===== config.mk =====
export PLATFORM = sky130hd
export DESIGN_NAME = pchg_ctrl_flat
export DESIGN_NICKNAME = d
export VERILOG_FILES = /design/src/common/pchg_pkg.sv /design/src/common/pchg_link_if.sv /design/src/hw/pchg_ctrl.sv /design/src/flat_wrapper.sv
export SDC_FILE = /design/constraint.sdc
export NUM_CORES = 2
export LEC_CHECK = 0
export CORE_ASPECT_RATIO = 0.8
export CORE_MARGIN = 1
export CORE_UTILIZATION = 55
export DETAILED_ROUTE_END_ITERATION = 7
export DONT_BUFFER_PORTS = 1
export MAX_ROUTING_LAYER = met4
export PLACE_DENSITY = 0.79
export SLEW_MARGIN = 0
export SYNTH_ARGS = -nofsm -noshare
export SYNTH_HDL_FRONTEND = slang
export SYNTH_SLANG_ARGS = --single-unit
export TNS_END_PERCENT = 20

===== constraint.sdc =====
create_clock -name clock_i -period 8.24 [get_ports clock_i]
set_clock_uncertainty 0.15 [all_clocks]
set_input_delay 0.824 -clock clock_i [delete_from_list [all_inputs] [get_ports clock_i]]
set_output_delay 0.824 -clock clock_i [all_outputs]
set_load 0.005 [all_outputs]

===== src/common/pchg_pkg.sv =====
// Shared timing constants, command codes and gap helpers for both ends
`default_nettype none
package pchg_pkg;
    // Clock and analog limits, in picoseconds
    localparam int T_CK_PS = 10000;
    localparam int T_RAS_PS = 42000;
    localparam int T_RCD_PS = 18000;
    localparam int T_RPPB_PS = 18000;
    localparam int T_RPAB_PS = 21000;
    localparam int T_RC_PS = 60000;
    localparam int T_WR_PS = 18000;
    localparam int T_WTR_PS = 10000;
    localparam int T_RTP_PS = 7500;
    // Least clock counts that bound the analog limits
    localparam int N_ONE = 1;
    localparam int N_RAS_MIN = 3;
    localparam int N_RCD_MIN = 4;
    localparam int N_RTP_MIN = 8;
    // Burst and latency figures, in clocks or data beats
    localparam int WL = 6;
    localparam int BL16_HALF = 8;
    localparam int BL32_HALF = 16;
    localparam int BL32_RTP_ADD = 8;
    localparam int RTP_OFS = 8;
    localparam int CAS2_EDGE = 3;
    localparam int WR_EDGE_ADD = 1;
    localparam int PREFETCH_BEATS = 16;
    localparam int BEATS_PER_CK = 2;
    // Array shape and counter width
    localparam int NBANK = 8;
    localparam int BANK_W = 3;
    localparam int CNT_W = 8;
    typedef logic [CNT_W-1:0] cnt_type;
    typedef enum logic [4:0] {
        CMD_ACT = 5'h01,
        CMD_RD = 5'h02,
        CMD_WR = 5'h04,
        CMD_MWR = 5'h08,
        CMD_PRE = 5'h10
    } cmd_type;
    // Time to clocks, rounded up, never below a least count
    function automatic int cyc_up(input int ps, input int least);
        int n;
        n = (ps + T_CK_PS - 1) / T_CK_PS;
        return (n > least) ? n : least;
    endfunction : cyc_up
    localparam cnt_type N_RAS = cnt_type'(cyc_up(T_RAS_PS, N_RAS_MIN));
    localparam cnt_type N_RCD = cnt_type'(cyc_up(T_RCD_PS, N_RCD_MIN));
    localparam cnt_type N_RPPB = cnt_type'(cyc_up(T_RPPB_PS, N_ONE));
    localparam cnt_type N_RPAB = cnt_type'(cyc_up(T_RPAB_PS, N_ONE));
    localparam cnt_type N_RC = cnt_type'(cyc_up(T_RC_PS, N_ONE));
    localparam cnt_type N_WR = cnt_type'(cyc_up(T_WR_PS, N_ONE));
    localparam cnt_type N_WTR = cnt_type'(cyc_up(T_WTR_PS, N_ONE));
    localparam cnt_type N_RTP = cnt_type'(cyc_up(T_RTP_PS, N_RTP_MIN));
    localparam cnt_type CNT_ZERO = cnt_type'(0);
    localparam cnt_type CNT_ONE = cnt_type'(1);
    // Larger of two counts
    function automatic cnt_type cmax(input cnt_type a, input cnt_type b);
        return (a > b) ? a : b;
    endfunction : cmax
    // Count down, holding at zero
    function automatic cnt_type dec(input cnt_type a);
        return (a == CNT_ZERO) ? CNT_ZERO : cnt_type'(a - CNT_ONE);
    endfunction : dec
    // Half the burst length, in clocks
    function automatic int bl_half(input logic bl32);
        return bl32 ? BL32_HALF : BL16_HALF;
    endfunction : bl_half
    // WRITE to the first edge after the last strobe, on a prefetch boundary
    function automatic cnt_type wr_end(input logic bl32);
        int groups;
        groups = (BEATS_PER_CK * bl_half(bl32) + PREFETCH_BEATS - 1) / PREFETCH_BEATS;
        return cnt_type'(WL + groups * PREFETCH_BEATS / BEATS_PER_CK + WR_EDGE_ADD);
    endfunction : wr_end
    // Least READ to PRECHARGE gap
    function automatic cnt_type rd_pre_gap(input logic bl32);
        int h;
        h = bl_half(bl32);
        return cmax(cnt_type'(h), cmax(cnt_type'(h - RTP_OFS + int'(N_RTP)), cnt_type'(CAS2_EDGE + int'(N_RTP))));
    endfunction : rd_pre_gap
    // READ to start of internal precharge
    function automatic cnt_type rd_ap_delay(input logic bl32);
        return bl32 ? cnt_type'(BL32_RTP_ADD + int'(N_RTP)) : N_RTP;
    endfunction : rd_ap_delay
    // WRITE to start of internal precharge, also the WRITE to PRECHARGE gap
    function automatic cnt_type wr_ap_delay(input logic bl32);
        return cnt_type'(wr_end(bl32) + N_WR);
    endfunction : wr_ap_delay
endpackage : pchg_pkg
`default_nettype wire


===== src/common/pchg_link_if.sv =====
// Command link between the controller end and the memory end
`timescale 1ns/10ps
`default_nettype none
interface pchg_link_if;
    logic cmd_valid;
    pchg_pkg::cmd_type cmd;
    logic [pchg_pkg::BANK_W-1:0] bank;
    logic ap;
    logic all_bank;
    logic bl32;
    // Controller drives every command field
    modport ctrl (output cmd_valid, output cmd, output bank, output ap, output all_bank, output bl32);
    // Memory end only samples
    modport dev (input cmd_valid, input cmd, input bank, input ap, input all_bank, input bl32);
endinterface : pchg_link_if
`default_nettype wire


===== src/hw/pchg_ctrl.sv =====
// Controller end: per-bank spacing counters that gate command issue
`timescale 1ns/10ps
`default_nettype none
// What this block does
// - PRECHARGE after READ: BL/2 and tRAS met
// - ACTIVATE waits tRP after PRECHARGE
// - READ-to-PRECHARGE covers analog time after CAS-2
// - tRTP starts BL/2 minus 8 after READ
// - PRECHARGE after write burst waits tWR
// - Write recovery starts on prefetch boundary
// - WRITE-to-PRECHARGE is WL+BL/2+1+RU(tWR/tCK)
// - Auto-precharge low keeps bank open
// - Auto-precharge high closes bank itself
// - READ auto-precharge delay nRTP, plus 8 at BL32
// - WRITE auto-precharge starts tWR after burst
// - ACTIVATE after auto-precharge needs tRP and tRC
// - Auto-precharge access allowed once tRCD met
// - Internal precharge postponed until tRAS met
// - WRITE then READ-AP: tWTR+nRTP covers tWR
// - All-bank flag closes all, else one bank
// - tRPab after all-bank, tRPpb after single
module pchg_ctrl (
    input wire logic clock_i,                              // System clock
    input wire logic srst_i,                               // Synchronous reset
    input wire logic req_valid_i,                          // Command request present
    input wire pchg_pkg::cmd_type req_cmd_i,               // Requested command
    input wire logic [pchg_pkg::BANK_W-1:0] req_bank_i,    // Target bank
    input wire logic req_ap_i,                             // Auto-precharge on READ or WRITE
    input wire logic req_all_i,                            // All-bank flag on PRECHARGE
    input wire logic bl32_i,                               // Burst length 32 when high
    output logic req_ready_o,                              // Request legal now
    output logic [pchg_pkg::NBANK-1:0] bank_open_o,        // Controller view of open rows
    pchg_link_if.ctrl link                                 // Commands to the memory end
);
    logic fire;
    logic bank_ok;
    logic is_rd;
    logic [pchg_pkg::NBANK-1:0] open_reg;
    logic [pchg_pkg::NBANK-1:0] ok_act;
    logic [pchg_pkg::NBANK-1:0] ok_rw;
    logic [pchg_pkg::NBANK-1:0] ok_pre;
    pchg_pkg::cnt_type wtr_reg;
    pchg_pkg::cnt_type rd_gap;
    pchg_pkg::cnt_type wr_gap;
    pchg_pkg::cnt_type rd_apd;

    // Gaps for the current burst length, all in whole clocks
    assign rd_gap = pchg_pkg::rd_pre_gap(bl32_i);
    assign wr_gap = pchg_pkg::wr_ap_delay(bl32_i);
    assign rd_apd = pchg_pkg::rd_ap_delay(bl32_i);
    assign is_rd = req_cmd_i == pchg_pkg::CMD_RD;

    // Legality of the offered request
    always_comb begin
        unique case (req_cmd_i)
            pchg_pkg::CMD_ACT: bank_ok = ok_act[req_bank_i];
            pchg_pkg::CMD_RD, pchg_pkg::CMD_WR, pchg_pkg::CMD_MWR: bank_ok = ok_rw[req_bank_i];
            pchg_pkg::CMD_PRE: bank_ok = req_all_i ? (&ok_pre) : ok_pre[req_bank_i];
            default: bank_ok = 1'b0; // Unknown command never taken
        endcase
    end

    assign req_ready_o = bank_ok;
    assign fire = req_valid_i && bank_ok;
    assign bank_open_o = open_reg;

    // Write-to-read turnaround, shared by all banks
    always_ff @(posedge clock_i) begin
        if (srst_i) begin
            wtr_reg <= pchg_pkg::CNT_ZERO;
        end else if (fire && (req_cmd_i == pchg_pkg::CMD_WR || req_cmd_i == pchg_pkg::CMD_MWR)) begin
            wtr_reg <= pchg_pkg::dec(pchg_pkg::cmax(wtr_reg,
                       pchg_pkg::cnt_type'(pchg_pkg::wr_end(bl32_i) + pchg_pkg::N_WTR)));
        end else begin
            wtr_reg <= pchg_pkg::dec(wtr_reg);
        end
    end

    // Each counter holds the clocks left before its command may go
    for (genvar i = 0; i < pchg_pkg::NBANK; i++) begin : g_bank
        logic hit;
        pchg_pkg::cnt_type ras_reg;
        pchg_pkg::cnt_type rc_reg;
        pchg_pkg::cnt_type rcd_reg;
        pchg_pkg::cnt_type pre_reg;
        pchg_pkg::cnt_type act_reg;
        pchg_pkg::cnt_type wrr_reg;
        pchg_pkg::cnt_type ap_at;
        pchg_pkg::cnt_type ap_act;

        assign hit = fire && ((req_bank_i == pchg_pkg::BANK_W'(i)) ||
                     (req_cmd_i == pchg_pkg::CMD_PRE && req_all_i));
        // Internal close lands no earlier than the end of tRAS
        assign ap_at = pchg_pkg::cmax(is_rd ? rd_apd : wr_gap, ras_reg);
        // Next ACTIVATE after auto-precharge: tRP from the close and tRC from ACTIVATE
        assign ap_act = pchg_pkg::cmax(rc_reg, pchg_pkg::cnt_type'(ap_at + pchg_pkg::N_RPPB));

        assign ok_act[i] = !open_reg[i] && act_reg == pchg_pkg::CNT_ZERO;
        // READ with auto-precharge may not close before write recovery ends
        assign ok_rw[i] = open_reg[i] && rcd_reg == pchg_pkg::CNT_ZERO &&
                          (!is_rd || (wtr_reg == pchg_pkg::CNT_ZERO &&
                          (!req_ap_i || wrr_reg <= rd_apd)));
        assign ok_pre[i] = pre_reg == pchg_pkg::CNT_ZERO;

        // Bank counters and open-row view
        always_ff @(posedge clock_i) begin
            if (srst_i) begin
                open_reg[i] <= 1'b0;
                ras_reg <= pchg_pkg::CNT_ZERO;
                rc_reg <= pchg_pkg::CNT_ZERO;
                rcd_reg <= pchg_pkg::CNT_ZERO;
                pre_reg <= pchg_pkg::CNT_ZERO;
                act_reg <= pchg_pkg::CNT_ZERO;
                wrr_reg <= pchg_pkg::CNT_ZERO;
            end else begin
                ras_reg <= pchg_pkg::dec(ras_reg);
                rc_reg <= pchg_pkg::dec(rc_reg);
                rcd_reg <= pchg_pkg::dec(rcd_reg);
                pre_reg <= pchg_pkg::dec(pre_reg);
                act_reg <= pchg_pkg::dec(act_reg);
                wrr_reg <= pchg_pkg::dec(wrr_reg);
                if (hit) begin
                    unique case (req_cmd_i)
                        pchg_pkg::CMD_ACT: begin
                            open_reg[i] <= 1'b1;
                            ras_reg <= pchg_pkg::dec(pchg_pkg::N_RAS);
                            rc_reg <= pchg_pkg::dec(pchg_pkg::N_RC);
                            rcd_reg <= pchg_pkg::dec(pchg_pkg::N_RCD);
                            pre_reg <= pchg_pkg::dec(pchg_pkg::N_RAS);
                        end
                        pchg_pkg::CMD_RD: begin
                            pre_reg <= pchg_pkg::dec(pchg_pkg::cmax(pre_reg, rd_gap));
                            if (req_ap_i) begin
                                open_reg[i] <= 1'b0;
                                act_reg <= pchg_pkg::dec(ap_act);
                            end
                        end
                        pchg_pkg::CMD_WR, pchg_pkg::CMD_MWR: begin
                            pre_reg <= pchg_pkg::dec(pchg_pkg::cmax(pre_reg, wr_gap));
                            wrr_reg <= pchg_pkg::dec(pchg_pkg::cmax(wrr_reg, wr_gap));
                            if (req_ap_i) begin
                                open_reg[i] <= 1'b0;
                                act_reg <= pchg_pkg::dec(ap_act);
                            end
                        end
                        pchg_pkg::CMD_PRE: begin
                            open_reg[i] <= 1'b0;
                            // Row cycle still counts from the last ACTIVATE
                            act_reg <= pchg_pkg::dec(pchg_pkg::cmax(rc_reg,
                                       req_all_i ? pchg_pkg::N_RPAB : pchg_pkg::N_RPPB));
                        end
                    endcase
                end
            end
        end
    end

    // Registered command toward the memory end
    always_ff @(posedge clock_i) begin
        if (srst_i) begin
            link.cmd_valid <= 1'b0;
            link.cmd <= pchg_pkg::CMD_ACT;
            link.bank <= '0;
            link.ap <= 1'b0;
            link.all_bank <= 1'b0;
            link.bl32 <= 1'b0;
        end else begin
            link.cmd_valid <= fire;
            link.cmd <= req_cmd_i;
            link.bank <= req_bank_i;
            link.ap <= req_ap_i;
            link.all_bank <= req_all_i;
            link.bl32 <= bl32_i;
        end
    end
endmodule : pchg_ctrl
`default_nettype wire


===== src/flat_wrapper.sv =====
// flat-port wrapper written by rule: the top's interface ports become plain ports
module pchg_ctrl_flat 
  (clock_i, srst_i, req_valid_i, req_cmd_i, req_bank_i, req_ap_i, req_all_i, bl32_i, req_ready_o, bank_open_o, link_cmd_valid, link_cmd, link_bank, link_ap, link_all_bank, link_bl32);
  pchg_link_if link_i ();
  input wire logic clock_i;
  input wire logic srst_i;
  input wire logic req_valid_i;
  input wire pchg_pkg::cmd_type req_cmd_i;
  input wire logic [pchg_pkg::BANK_W-1:0] req_bank_i;
  input wire logic req_ap_i;
  input wire logic req_all_i;
  input wire logic bl32_i;
  output logic req_ready_o;
  output logic [pchg_pkg::NBANK-1:0] bank_open_o;
  output wire logic [$bits(link_i.cmd_valid)-1:0] link_cmd_valid;
  output wire logic [$bits(link_i.cmd)-1:0] link_cmd;
  output wire logic [$bits(link_i.bank)-1:0] link_bank;
  output wire logic [$bits(link_i.ap)-1:0] link_ap;
  output wire logic [$bits(link_i.all_bank)-1:0] link_all_bank;
  output wire logic [$bits(link_i.bl32)-1:0] link_bl32;
  assign link_cmd_valid = link_i.cmd_valid;
  assign link_cmd = link_i.cmd;
  assign link_bank = link_i.bank;
  assign link_ap = link_i.ap;
  assign link_all_bank = link_i.all_bank;
  assign link_bl32 = link_i.bl32;
  pchg_ctrl u_core (.clock_i(clock_i), .srst_i(srst_i), .req_valid_i(req_valid_i), .req_cmd_i(req_cmd_i), .req_bank_i(req_bank_i), .req_ap_i(req_ap_i), .req_all_i(req_all_i), .bl32_i(bl32_i), .req_ready_o(req_ready_o), .bank_open_o(bank_open_o), .link(link_i));
endmodule

==> reports/qor.csv <==
metric,value,unit
RSZ-0062 raised after global routing,false,
min-delay worst type,in2reg,
"Hold Vio Cnt, Final",0,
commonest cells in the netlist,"nor2_1 (546), nand2_1 (468), dfxtp_1 (412)",
Mapped Area,33800,um2
Tot GR Track Use,31.6,%
measured slew at the worst slew-check pin,1.17,ns
Vias/cell,6.24,
max incr delay on CP,0.55,ns
core area,60200,um2
sequential area share after synthesis,24.4,%
Post-synth ARST share,0,%
R2R Setup Slk,1.67,ns
R2R Path End,u_core.g_bank[4].act_reg[0],
DRC Markers,0,
max frequency,0.133,GHz
# clock sinks,412,
Worst Path Max Fanout,16,
Worst R2R Path Depth,26,
CTS H-Tree Depth,2,
die area,62400,um2
Worst setup SP type,input port,
Avg WL per Cell,18.5,um
antenna violations before repair,1,
most common cell in the netlist,nor2_1,
critical path type,in2reg,
worst path buffer plus inverter count,2,
Final Util,59.8,%
Die X,279,um
synth top area cells,"dfxtp_1 (24%), ha_1 (12%), nor2_1 (6.1%)",
pre-CTS setup slack,0.404,ns
Setup crit end,u_core.g_bank[4].act_reg[0],
setup bufs post-CTS,0,
power per standard cell area,444,nW/um2
layout cells sized above 1,4.93,%
largest area contributor in the netlist,dfxtp_1,
Vias,32700,
gr ovfl total,0,
chip height,224,um
Crit path depth,30,
P_leak,14.4,nW
first-pass GRT wire length,159000,um
crit path capture type,flip-flop,
FILL cells,5452,
hpwl dp,69300,um
hold path depth,1,
"Reg clk slew, reported paths",0.07,ns
Crit-path slowest cell,a21oi_1,
status,"complete, no violations",
Critical Path AT,7.85,ns
library cells used by synthesis,104,
syn_nets,4819,
CP Data Required Time,8.59,ns
number of max-slew violations in the final report,0,
number of global-route vias before repair,30200,
Avg Inst Size Synth,7.51,um2
reg2reg start,u_core.g_bank[4].ras_reg[3],
Final Power,16.0,mW
Relative slew margins,21.7,%
clock root cell,clkbuf_16,
most numerous cell on the critical path,ha_1,
Final Worst Setup Slack,0.741,ns
CTS tree,yes,
Setup Viol. Count Final,0,
Post-Route Setup TNS,0,ns
I/O pin count,35,
Initial DRC Count,3834,
clock latency on the worst-skew pair,0.60,ns
Std-Cell Rows,80,
hold buffer count at CTS,0,
Post-CTS Resized,0,
starting density of the core,56.1,%
max-cap violation count,0,
Synth Warn #,0,
crit-path leading delay family,compound AO/OA/AOI/OAI gates,
nets@finish,4710,
Final GP Congestion,1.01,
clock buffer depth,3,
footprint of the multi-input gates,23900,um2
First-pass DRT Iterations,7,
Synth top area share,24.4,%
I/O Buffers,0,
"EDFF count, synth",0,
Worst Setup SP,req_cmd_i[2],
Cells after Synth,4494,
Peak supply drop,0.263,mV
Reg area,8250,um2
period utilisation layout,91.0,%
DRT antenna net count,0,
final wirelength,97100,um
crit path time final,7.50,ns
Area Overhead vs Synth,6.59,%
top_reg_cell synth,dfxtp_1,
largest net degree at the start of global routing,197,
CTS Buf Count,45,
"FF+latch count, synth",412,
[layout make-up]
cell class,count,share of cell area [%]
clock inverters,28,1.03
clock buffers,56,3.58
flip-flops and latches,412,22.9
multi-input cells,3648,66.3
well taps,820,2.85
inverters,237,2.47
repair buffers,41,0.855
diodes,1,0.00695
[worst reg2reg max path, delay by kind of cell, from the launching register on]
kind / cells / cell delay (ns)
buf+inv: 1 / 0.10
compound gates: 10 / 2.79
mux: 2 / 0.37
simple gates: 8 / 1.15
flops: 1 / 0.52
fa+ha+maj: 4 / 1.21
xor+xnor: 1 / 0.20
[cells in the final DEF, fill, tap and decap left out, types with 32 or more instances in the layout]
| cell | n |
|---|---|
| o31ai_1 | 32 |
| and2_1 | 45 |
| a211oi_1 | 59 |
| a21oi_1 | 287 |
| buf_4 | 41 |
| nand2b_1 | 49 |
| nor3_1 | 221 |
| nand4_1 | 36 |
| dfxtp_1 | 412 |
| o21ai_0 | 176 |
| a31oi_1 | 63 |
| xnor2_1 | 232 |
| ha_1 | 311 |
| nor2b_1 | 48 |
| inv_1 | 232 |
| mux2i_1 | 69 |
| nor2_1 | 546 |
| xor2_1 | 151 |
| and3_1 | 37 |
| o22ai_1 | 51 |
| or3_1 | 51 |
| nor3b_1 | 36 |
| nor4_1 | 64 |
| nand3_1 | 158 |
| clkbuf_16 | 47 |
| nand2_1 | 468 |
[how the worst min path moves through the flow]
| stage | startpoint | endpoint |
|---|---|---|
| CTS | req_cmd_i[0] | u_core.link.cmd[0] |
| finish | srst_i | u_core.g_bank[1].rc_reg[2] |
| global placement | u_core.g_bank[1].rcd_reg[0] | u_core.g_bank[1].rcd_reg[0] |
| detailed placement | u_core.g_bank[2].wrr_reg[0] | u_core.g_bank[2].wrr_reg[0] |
| global route | srst_i | u_core.g_bank[1].rc_reg[2] |
| floorplan | u_core.g_bank[1].rcd_reg[0] | u_core.g_bank[1].rcd_reg[0] |
[stage by stage]
stage | instances | hold WS [ns] | area [um2]
2_1_floorplan | 4494 | 0.274 | 33800
3_3_place_gp | 5158 | 0.293 | 34300
3_5_place_dp | 5158 | 0.304 | 34300
4_1_cts | 5242 | 0.164 | 36000
5_1_grt | 5243 | 0.152 | 36000
6_report | 5243 | 0.166 | 36000
[cell families (layout without fill, tap and decap cells)]
family / after synthesis / after routing / share of synthesized area [%]
AND/OR/NAND/NOR: 1911 / 1911 / 28.1
AO/OA/AOI/OAI: 956 / 956 / 18.3
buffers and inverters: 434 / 362 / 5.01
flip-flops: 412 / 412 / 24.4
XOR/XNOR: 386 / 386 / 10.1
adder cells (fa/ha/maj): 314 / 314 / 11.6
multiplexers: 81 / 81 / 2.48
other: 0 / 1 / 0
[layer usage]
layer  vias to the layer above  track usage (%)  share of wire, %
met5                         -                -                 0
met4                         0             8.68               2.2
met3                       186             6.46                10
met2                      1421             46.2                42
met1                     15300             43.9                46
li1                      15800                -                 -
[power breakdown]
part | leakage (nW) | switching (mW) | internal (mW)
registers | 3.40 | 1.06 | 2.72
logic | 10.2 | 5.71 | 4.22
clock network | 0.820 | 0.914 | 1.37
total | 14.4 | 7.68 | 8.31
(Power assumes the default switching activity.)
